--- config.mk ---
export PLATFORM = sky130hd
export DESIGN_NAME = ocs_sync
export DESIGN_NICKNAME = d
export VERILOG_FILES = /design/src/shared/ocs_pkg.sv /design/src/hw/ocs_sync.sv
export VERILOG_INCLUDE_DIRS = /design/src /design/src/shared
export SDC_FILE = /design/constraint.sdc
export NUM_CORES = 1
export LEC_CHECK = 0
export ABC_AREA = 1
export BUFFER_PORTS_ARGS = -buffer_cell sky130_fd_sc_hd__buf_2
export CAP_MARGIN = 5
export CORE_UTILIZATION = 55
export DETAILED_ROUTE_END_ITERATION = 7
export PLACE_DENSITY = 0.79
export SLEW_MARGIN = 30
export SYNTH_ARGS = -nofsm -noshare
export SYNTH_HDL_FRONTEND = slang
export SYNTH_SLANG_ARGS = --single-unit
export TNS_END_PERCENT = 30
--- constraint.sdc ---
create_clock -name clk -period 1.81 [get_ports clk]
set_input_delay 0.181 -clock clk [delete_from_list [all_inputs] [get_ports clk]]
set_output_delay 0.181 -clock clk [all_outputs]
set_load 0.05 [all_outputs]
--- src/shared/ocs_regs.svh ---
// constants of the operation-complete synchronizer
// Function
// - after the completion command, set event bit 0 once all work is finished
// - any of the three sync commands starts a one-second settling timer
// - ask active measurements for done; satisfied when all done and timer expired
// - a measurement that is off or unavailable is left out and does not block completion
// - for the completion query, append ASCII 1 to the output queue when finished
// - when the completion character enters the queue, set the MAV bit
// - hold the query answer back until all earlier commands have completed
// - while the answer is pending, hold off the bus read handshake
// - with service-enable bit 4 set, request service when MAV becomes 1
// - with event-enable bit 0 and service-enable bit 5, request service on OPC
// - on wait-to-continue, stall later commands until earlier ones have completed
// - a measurement is active only when displayed and switched on
`ifndef OCS_REGS_SVH
`define OCS_REGS_SVH
`define OCS_CLK_HZ 50000000
`define OCS_SETTLE_MS 1000
`define OCS_SETTLE_CYC ((`OCS_CLK_HZ / 1000) * `OCS_SETTLE_MS)
`define OCS_MEAS_N 8
`define OCS_ESR_OPC_BIT 0
`define OCS_STB_MAV_BIT 4
`define OCS_STB_ESB_BIT 5
`define OCS_ASCII_ONE 8'h31
`endif

--- src/shared/ocs_pkg.sv ---
// types of the operation-complete synchronizer
package ocs_pkg;
	typedef enum logic [1:0] {
		OCS_CMD_OPC = 2'h0,
		OCS_CMD_QRY = 2'h1,
		OCS_CMD_WAI = 2'h2
	} ocs_cmd_t;
	typedef enum logic [1:0] {
		OCS_IDLE = 2'b00,
		OCS_WAIT = 2'b01,
		OCS_DONE = 2'b10
	} ocs_state_t;
	typedef struct packed {
		ocs_state_t state;
		ocs_cmd_t cmd;
		logic [31:0] timer;
		logic [7:0] doneSeen;
		logic opcEvent;
		logic mav;
		logic srq;
		logic qValid;
		logic [7:0] qData;
		logic holdOff;
		logic cmdStall;
		logic measReq;
		logic busy;
	} ocs_state_s_t;
endpackage

--- src/hw/ocs_sync.sv ---
// operation-complete synchronizer for *OPC, *OPC? and *WAI
`timescale 1ns/1ps
`include "ocs_regs.svh"
module ocs_sync import ocs_pkg::*; #(
	parameter int unsigned SETTLE_CYC = `OCS_SETTLE_CYC
) (
	// clock and reset
	input wire logic clk,
	input wire logic rstn,
	// command from the parser
	input wire logic cmdValid,
	input wire logic [1:0] cmdCode,
	input wire logic prevDone,
	// measurement engines
	input wire logic [7:0] measDisplayed,
	input wire logic [7:0] measOn,
	input wire logic [7:0] measDone,
	output logic measReq,
	// status registers from the status block
	input wire logic [7:0] eventEnable,
	input wire logic [7:0] srqEnable,
	input wire logic esrClear,
	input wire logic queueRead,
	input wire logic abort,
	// results
	output logic opcEvent,
	output logic mav,
	output logic srq,
	output logic qValid,
	output logic [7:0] qData,
	output logic holdOff,
	output logic cmdStall,
	output logic busy
);
	ocs_state_s_t cur;
	ocs_state_s_t next_cur;
	logic [7:0] active;
	logic allDone;
	logic timerDone;
	logic takeCmd;
	logic finished;

	// command code decode, shared by the stall and hold-off set-up
	function automatic logic isCmd(input logic [1:0] code, input ocs_cmd_t which);
		return ocs_cmd_t'(code) == which;
	endfunction

	// a measurement takes part only when it is on screen and switched on
	function automatic logic [7:0] activeMask(input logic [7:0] shown, input logic [7:0] on);
		return shown & on;
	endfunction

	// every active measurement has reported done at least once
	function automatic logic allReported(input logic [7:0] seen, input logic [7:0] act);
		return &(seen | ~act);
	endfunction

	// satisfied only with timer, measurements and earlier commands all done
	function automatic logic cmdSatisfied(input logic tmr, input logic meas, input logic prev);
		return tmr && meas && prev;
	endfunction

	// service request from the summary bits, MAV masked by the service enable, OPC by both enables
	function automatic logic srqLevel(input logic mavBit, input logic opcBit,
		input logic [7:0] ese, input logic [7:0] sre);
		return (mavBit && sre[`OCS_STB_MAV_BIT])
			|| (opcBit && ese[`OCS_ESR_OPC_BIT] && sre[`OCS_STB_ESB_BIT]);
	endfunction

	assign active = activeMask(measDisplayed, measOn);
	// off or unavailable measurements never report, so they are left out of the wait
	assign allDone = allReported(cur.doneSeen, active);
	assign timerDone = (cur.timer == 32'h0000_0000);
	// an unread answer refuses new commands until the controller takes it
	assign takeCmd = (cur.state == OCS_IDLE) && cmdValid && !cur.qValid;
	assign finished = cmdSatisfied(timerDone, allDone, prevDone);

	always_comb begin
		next_cur = cur;
		case (cur.state)
			OCS_IDLE: begin
				next_cur.measReq = 1'b0;
				if (takeCmd) begin
					next_cur.cmd = ocs_cmd_t'(cmdCode);
					next_cur.timer = SETTLE_CYC - 1;
					next_cur.doneSeen = 8'h00;
					next_cur.measReq = 1'b1;
					next_cur.busy = 1'b1;
					next_cur.state = OCS_WAIT;
					if (isCmd(cmdCode, OCS_CMD_WAI)) begin
						next_cur.cmdStall = 1'b1;
					end
					if (isCmd(cmdCode, OCS_CMD_QRY)) begin
						next_cur.holdOff = 1'b1;
					end
				end
			end
			OCS_WAIT: begin
				if (!timerDone) begin
					next_cur.timer = cur.timer - 32'h0000_0001;
				end
				next_cur.doneSeen = cur.doneSeen | (measDone & active);
				if (finished) begin
					next_cur.state = OCS_DONE;
				end
			end
			OCS_DONE: begin
				next_cur.state = OCS_IDLE;
				next_cur.measReq = 1'b0;
				next_cur.busy = 1'b0;
				next_cur.cmdStall = 1'b0;
				case (cur.cmd)
					OCS_CMD_OPC: next_cur.opcEvent = 1'b1;
					OCS_CMD_QRY: begin
						next_cur.qValid = 1'b1;
						next_cur.qData = `OCS_ASCII_ONE;
						next_cur.mav = 1'b1;
						next_cur.holdOff = 1'b0;
					end
					default: begin
					end
				endcase
			end
			default: next_cur.state = OCS_IDLE;
		endcase
		// set wins over clear
		if (esrClear && !(cur.state == OCS_DONE && cur.cmd == OCS_CMD_OPC)) begin
			next_cur.opcEvent = 1'b0;
		end
		if (queueRead && cur.qValid) begin
			next_cur.qValid = 1'b0;
			next_cur.mav = 1'b0;
		end
		if (abort) begin
			next_cur.state = OCS_IDLE;
			next_cur.measReq = 1'b0;
			next_cur.busy = 1'b0;
			next_cur.cmdStall = 1'b0;
			next_cur.holdOff = 1'b0;
		end
		// registered from the next status so srq leaves the flop with mav and opc
		next_cur.srq = srqLevel(next_cur.mav, next_cur.opcEvent,
			eventEnable, srqEnable);
	end

	always_ff @(posedge clk) begin
		if (!rstn) begin
			cur <= '{state: OCS_IDLE, cmd: OCS_CMD_OPC, default: '0};
		end else begin
			cur <= next_cur;
		end
	end

	assign measReq = cur.measReq;
	assign opcEvent = cur.opcEvent;
	assign mav = cur.mav;
	assign srq = cur.srq;
	assign qValid = cur.qValid;
	assign qData = cur.qData;
	assign holdOff = cur.holdOff;
	assign cmdStall = cur.cmdStall;
	assign busy = cur.busy;

	// counter of cycles spent in the wait state, for checks
	logic [31:0] waitCnt;
	always_ff @(posedge clk) begin
		if (!rstn || cur.state != OCS_WAIT) begin
			waitCnt <= 32'h0000_0000;
		end else begin
			waitCnt <= waitCnt + 32'h0000_0001;
		end
	end

	AST_SETTLE_MIN: assert property (@(posedge clk) disable iff (!rstn)
		(cur.state == OCS_WAIT && next_cur.state == OCS_DONE) |-> waitCnt >= SETTLE_CYC - 1)
		else $error("completion before settling time");
	AST_OPC_SET: assert property (@(posedge clk) disable iff (!rstn)
		(cur.state == OCS_DONE && cur.cmd == OCS_CMD_OPC && !abort) |=> opcEvent)
		else $error("opc bit not set");
	AST_ALL_DONE: assert property (@(posedge clk) disable iff (!rstn)
		(cur.state == OCS_WAIT && !(allDone && timerDone)) |=> cur.state != OCS_DONE)
		else $error("completion without all done");
	AST_INACTIVE_BLOCK: assert property (@(posedge clk) disable iff (!rstn)
		(cur.state == OCS_WAIT && (active & ~cur.doneSeen & ~measDone) != 8'h00)
		|=> cur.state != OCS_DONE)
		else $error("pending measurement ignored");
	AST_QUERY_CHAR: assert property (@(posedge clk) disable iff (!rstn)
		(cur.state == OCS_DONE && cur.cmd == OCS_CMD_QRY && !abort)
		|=> qValid && qData == `OCS_ASCII_ONE)
		else $error("query answer missing");
	AST_MAV_WITH_Q: assert property (@(posedge clk) disable iff (!rstn)
		$rose(qValid) |-> mav)
		else $error("mav not set with answer");
	AST_HOLDOFF: assert property (@(posedge clk) disable iff (!rstn)
		(holdOff && cur.state == OCS_WAIT && !abort) |=> holdOff || qValid)
		else $error("holdoff dropped early");
	AST_SRQ_MAV: assert property (@(posedge clk) disable iff (!rstn)
		(mav && srqEnable[`OCS_STB_MAV_BIT]) |-> ##[0:1] srq)
		else $error("no service request on mav");
	AST_SRQ_OPC: assert property (@(posedge clk) disable iff (!rstn)
		(opcEvent && eventEnable[0] && srqEnable[5]) |-> ##[0:1] srq)
		else $error("no service request on opc");
	AST_WAI_STALL: assert property (@(posedge clk) disable iff (!rstn)
		(cur.state == OCS_WAIT && cur.cmd == OCS_CMD_WAI) |-> cmdStall)
		else $error("wait does not stall");
	AST_ACTIVE: assert property (@(posedge clk) disable iff (!rstn)
		(cur.state == OCS_WAIT && !(measDisplayed[0] && measOn[0]))
		|=> cur.doneSeen[0] == 1'b0 || $past(cur.doneSeen[0]))
		else $error("inactive measurement counted");

	// command acceptance
	AST_TAKE: assert property (@(posedge clk) disable iff (!rstn)
		(takeCmd && !abort)
		|=> busy && measReq)
		else $error("command not taken");
	AST_TIMER_LOAD: assert property (@(posedge clk) disable iff (!rstn)
		(takeCmd && !abort)
		|=> cur.timer == SETTLE_CYC - 1)
		else $error("settling timer not loaded");
	AST_WAIT_IGNORE: assert property (@(posedge clk) disable iff (!rstn)
		(cur.state == OCS_WAIT && cmdValid)
		|=> cur.cmd == $past(cur.cmd))
		else $error("command taken while waiting");
	AST_QVALID_REFUSE: assert property (@(posedge clk) disable iff (!rstn)
		(cur.state == OCS_IDLE && qValid && cmdValid)
		|=> cur.state == OCS_IDLE)
		else $error("command taken over unread answer");
	AST_BUSY_LEVEL: assert property (@(posedge clk) disable iff (!rstn)
		busy
		|-> cur.state != OCS_IDLE)
		else $error("busy while idle");

	// settling and completion
	AST_TIMER_STEP: assert property (@(posedge clk) disable iff (!rstn)
		(cur.state == OCS_WAIT && !timerDone && !abort)
		|=> cur.timer == $past(cur.timer) - 32'h0000_0001)
		else $error("settling timer does not count");
	AST_MEASREQ: assert property (@(posedge clk) disable iff (!rstn)
		(cur.state == OCS_WAIT)
		|-> measReq)
		else $error("done request missing while waiting");
	AST_IDLE_QUIET: assert property (@(posedge clk) disable iff (!rstn)
		(cur.state == OCS_IDLE)
		|-> !measReq)
		else $error("done request while idle");
	AST_PREV_WAIT: assert property (@(posedge clk) disable iff (!rstn)
		(cur.state == OCS_WAIT && !prevDone)
		|=> cur.state != OCS_DONE)
		else $error("completion before earlier commands");
	AST_PENDING_BUSY: assert property (@(posedge clk) disable iff (!rstn)
		(cur.state == OCS_WAIT && !allDone && !abort)
		|=> busy)
		else $error("pending wait released");
	AST_ABORT: assert property (@(posedge clk) disable iff (!rstn)
		abort
		|=> !busy && !cmdStall && !holdOff)
		else $error("abort does not release");
	AST_STALL_WAI_ONLY: assert property (@(posedge clk) disable iff (!rstn)
		cmdStall
		|-> cur.state != OCS_IDLE && cur.cmd == OCS_CMD_WAI)
		else $error("stall without wait command");

	// answer and status
	AST_QRY_HOLD: assert property (@(posedge clk) disable iff (!rstn)
		(cur.state == OCS_WAIT && cur.cmd == OCS_CMD_QRY)
		|-> holdOff)
		else $error("query pending without holdoff");
	AST_HOLD_ONLY_QRY: assert property (@(posedge clk) disable iff (!rstn)
		holdOff
		|-> cur.state != OCS_IDLE && cur.cmd == OCS_CMD_QRY)
		else $error("holdoff without pending query");
	AST_MAV_SET: assert property (@(posedge clk) disable iff (!rstn)
		(cur.state == OCS_DONE && cur.cmd == OCS_CMD_QRY && !abort)
		|=> mav)
		else $error("mav not set on answer");
	AST_QDATA: assert property (@(posedge clk) disable iff (!rstn)
		qValid
		|-> qData == `OCS_ASCII_ONE)
		else $error("wrong answer byte");
	AST_CLEAR_Q: assert property (@(posedge clk) disable iff (!rstn)
		(queueRead && qValid)
		|=> !qValid && !mav)
		else $error("answer not taken on read");
	AST_OPC_HOLD: assert property (@(posedge clk) disable iff (!rstn)
		(opcEvent && !esrClear)
		|=> opcEvent)
		else $error("opc bit lost before clear");
	AST_NO_SRQ: assert property (@(posedge clk) disable iff (!rstn)
		(!mav && !opcEvent)
		|-> !srq)
		else $error("service request without cause");

	COV_OPC: cover property (@(posedge clk) disable iff (!rstn) $rose(opcEvent));
	COV_QRY: cover property (@(posedge clk) disable iff (!rstn) $rose(qValid));
	COV_WAI: cover property (@(posedge clk) disable iff (!rstn) $fell(cmdStall));
	COV_SRQ: cover property (@(posedge clk) disable iff (!rstn) $rose(srq));
	COV_ABORT: cover property (@(posedge clk) disable iff (!rstn) cur.state == OCS_WAIT && abort);
endmodule

-- After elaboration in Yosys (flattened, before gate mapping)
Index checks and enable logic that the tools add are counted.
- bits of input ports: 49
- logic and storage cells: 75
- output and inout port bits: 16
- register bits after elaboration: 53
- multiplexer cells: 15
- add/subtract/negate cells: 1
- reductions and logical operators: 29
- bitwise logic cells: 6
- equal/unequal tests: 11
- operators with widths (kind ; count):
    40-bit one-hot mux with 2 select lines ; 1
    44-bit two-way mux ; 1
    32-bit logical NOT ; 1
    32-bit two-way mux ; 1
    32-bit by 1-bit subtractor with 32-bit output (second input constant) ; 1
    8-bit AND ; 2
    8-bit OR ; 2
    1-bit logical AND ; 10
    2-bit AND reduction ; 5
    8-bit NOT ; 1
    4-bit one-hot mux with 2 select lines ; 1
    8-bit AND reduction ; 1
    1-bit two-way mux ; 7
    2-bit by 1-bit equality test with 1-bit output (second input constant) ; 3
    2-bit by 1-bit != test with 1-bit output (second input constant) ; 3
    2-bit != test (second input constant) ; 3
    3-bit AND reduction ; 2
    2-bit equality test (second input constant) ; 2
    2-bit logical NOT ; 2
    2-bit two-way mux ; 2
    4-bit two-way mux ; 1
    2-bit one-hot mux with 2 select lines ; 1
    4-bit AND reduction ; 1
    2-bit nonzero test ; 2
    4 further kinds ; 6

-- Depth between registers and ports, before layout
- depth after elaboration: 8
- depth in mapped cells: 12
- depth with buffers taken out: 12

-- Worst setup path before layout
Ideal clock, no wire load.
- path type: register -> register
- start: register cur[24] (netlist bit)
- end: register cur[45] (netlist bit)
- period minus slack after synthesis: 1.627 ns
- stages on the path, launching flop included: 13
- arrival time: 1.508 ns
- library setup time: 0.119 ns
- slack: 0.183 ns
- cells stage by stage: dfxtp_1 > inv_1 > ha_1 > nand2_2 > nor2_2 > nand2_2 > inv_4 > nand3_4 > nand2_4 > nand2_4 > buf_6 > o21ai_1 > nor2_1
- cells in the longest elaborated chain, start to end: 3
- elaborated cells on any way between the ends: 6
- those cells by class: add/sub: 1; eq/ne: 1; mux: 2; reduce/logical: 2
- RTL lines (item ; RTL line ; RTL):
    start: declaration ; ocs_sync.sv:35 ; ocs_state_s_t cur;
    start signal: assignment ; ocs_sync.sv:150 ; cur <= next_cur;
    32-bit by 1-bit subtractor with 32-bit output or 32-bit logical NOT (tied branches) ; ocs_sync.sv:100, ocs_sync.sv:73 ;
    32-bit two-way mux or 2-bit != test (tied branches) ; -- ;
    40-bit one-hot mux with 2 select lines or 3-bit AND reduction (tied branches) ; -- ;
Several ways; a longest one is shown, not always the timed one. The select of a mux whose other input is x is not followed.
A chain may end at the register's enable or synchronous reset.

-- Worst setup path in the final report
- start: register cur[37] (netlist bit)
- end: register cur[49] (netlist bit)
Same word-level chain as after synthesis.

==> run summary <==
Status - finished clean
Unrepaired setup endpoints after global routing - false
R2R Path Start - cur[37]
Max-Cap Viols - 0
DR pass1 iterations - 5
Sequential area share after synthesis - 0.3376
Clock tree buffer depth - 2
Total Wirelength - 7240 um
Cell taking the most area after synthesis - dfxtp_1
Grt total ovfl - 0
Setup violations, final - 0
DP Area - 3413 um^2
CP startpoint - cur[37]
Synthesized area per cell - 6.362 um^2
CTS buffer count - 5
Initial core utilization - 0.5708
Root buffer cell - clkbuf_8
Minimum clock period - 1.673 ns
Top-area cell type share of the netlist area - 0.3376
Antenna diodes - 0
Maximum VDD drop - 0.4379 mV
Mapped Cells - 494
Reg2reg setup slack - 0.14 ns
Final worst slack - 0.1369 ns
TritonCTS clock tree - done
Largest net degree at the start of global routing - 26
Antenna Nets Post-Route - 0
Initial drt markers - 155
Hold Path End - srq
Most common cell after layout, fill and taps aside - nor2_1
Vias in the first global route - 2818
Post-CTS setup buffer count - 0
CP Launch Type - register
Layout Skew - 0.01122 ns
Final-layout fill cell count - 485
FMAX - 597.7 MHz
Initial antenna violation count - 0
Synth-to-Final Area Change - 13.46%
CTS H-tree lvls - 2
Nets - 591
Global-route wire length before repair - 12320 um
GRT Util Overall - 0.2529
Seq cells post-synth - 53
Design area - 3566 um^2
HPWL after DPL - 5383 um
Layout cells sized above 1 - 0.1790
Via count - 3160
Static Leak - 1.609 nW
Post-Syn Area - 3143 um^2
Clk_lat worst skew - 0.32 ns
Pwr dens - 738.4 nW/um^2
Reg clk slew, reported paths - 0.11 ns
Slew Viols, Final - 0
Final hold vios - 0
Chip Width - 77.60 um
CP required - 2.03 ns
CP endpoint kind - register
Hold path cells - 3
DIE HEIGHT - 77.60 um
Routed len/inst - 11.79 um
Tcrit/Tclk final - 0.9244
Die area - 6021 um^2
Ranking of synthesized cells by area - dfxtp_1 34%, nor2_1 15%, nand2_1 13%, inv_1 6.1%, a21oi_1 4.0%
Capturing point of the worst reg2reg path - cur[49]
Commonest non-fill, non-tap cells in the layout - 119 x nor2_1, 109 x nand2_1, 53 x dfxtp_1
HP Start - srqEnable[4]
CP arrival - 1.90 ns
Final RePlAce weighted congestion - 0.9200
Total core area - 5507 um^2
HP Class - in -> reg
Port bufs - 46
Placement Setup Slack - 0.02432 ns
Crit Path Class - reg -> reg
Netlist cell types - 39
# DRC - 0
Clock Sinks - 53
Row cnt - 27
I/O pin total - 65
Vias per Instance - 5.147
Depth of the worst register-to-register path - 10
CP Max Fanout - 8
Synth Warn # - 0
critical path: stages (launching register included):
cell	delay (ns)
dfxtp_1	0.37
nor2_1	0.24
nand2_1	0.13
nor2_1	0.19
nand2_4	0.14
nor2_1	0.14
nand2_1	0.10
nand2_1	0.07
nand2_1	0.05
nor2_1	0.09
nor2_1	0.05
kinds of logic (layout without fill, tap and decap cells):
| kind of cell | after synthesis | in the layout | share of synthesized area |
|---|---|---|---|
| buf+inv | 72 | 116 | 0.1091 |
| fa+ha+maj | 1 | 1 | 0.003980 |
| other cells | 1 | 5 | 0.001193 |
| flops | 53 | 53 | 0.3376 |
| xor+xnor | 10 | 10 | 0.02786 |
| simple gates | 294 | 294 | 0.4080 |
| compound gates | 63 | 63 | 0.1123 |
what timing repair did:
item                                    4_1_cts  5_1_grt
hold buffers                                  0        0
pin swaps                                     0        0
gates resized for setup                       0       14
endpoints found under the setup margin        1       32
routing by layer:
layer	routed length (um)	GRT usage	vias up
li1	-	-	1634
met1	3438	0.3239	1421
met2	3321	0.4274	90
met3	321	0.03882	15
met4	159	0.09245	0
met5	0	0	-
per-stage QoR:
| step | utilization | total power [W] | hold slack, ns | instances | TNS [ns] |
|---|---|---|---|---|---|
| after detailed placement | 0.6199 | 0.001905 | 0.3885 | 606 | 0 |
| after global routing | 0.6476 | 0.002775 | 0.05675 | 614 | 0 |
| after global placement | 0.6199 | 0.001893 | 0.3770 | 606 | 0 |
| after CTS | 0.6369 | 0.002612 | 0.04955 | 614 | -0.004325 |
| final | 0.6476 | 0.002633 | 0.05222 | 614 | 0 |
| after floorplan | - | 0.001753 | 0.2914 | 498 | 0 |
worst max-delay path by stage:
stage | endpoint | slack (ns) | depth (start not counted)
finish | cur[49] | 0.14 | 10
global route | cur[52] | 0.002 | 12
CTS | cur[54] | -0.004 | 12
detailed placement | cur[39] | 0.02 | 11
global placement | cur[45] | 0.08 | 11
floorplan | cur[45] | 0.18 | 12
flip-flops by register name, summed over array words and instances (netlist names):
register and flops:
opcEvent 1, qData 1, holdOff 1, measReq 1
mav 1, qValid 1, busy 1, cmdStall 1
cur 44, srq 1
cell usage after synthesis, drive strengths merged:
master and number:
conb 1, o22ai 1, o32ai 1, dfxtp 53
nor3 3, nand3b 1, nor3b 4, buf 16
a211oi 1, o21bai 1, nand2 115, xor2 10
ha 1, a41oi 1, o21ai 27, a31oi 2
nand3 27, nor2 134, nand4 9, or2 1
o21a 1, clkinv 1, a21oi 28, clkbuf 2
inv 53
report_power, final:
group          internal [W]  total (W)  switching, W
sequential          0.00122    0.00128     0.0000623
clock              0.000281   0.000720      0.000439
combinational      0.000217   0.000630      0.000413
final cells by class:
class	instances	area, um^2	area share
clock inverter	3	25.02	0.007018
timing repair buffer	54	310.3	0.08702
inverter	54	205.2	0.05754
multi-input combinational	373	1805	0.5063
tap	72	90.09	0.02526
clock buffer	5	68.82	0.01930
sequential	53	1061	0.2975
Note: power is estimated with default switching activity, not from simulation.
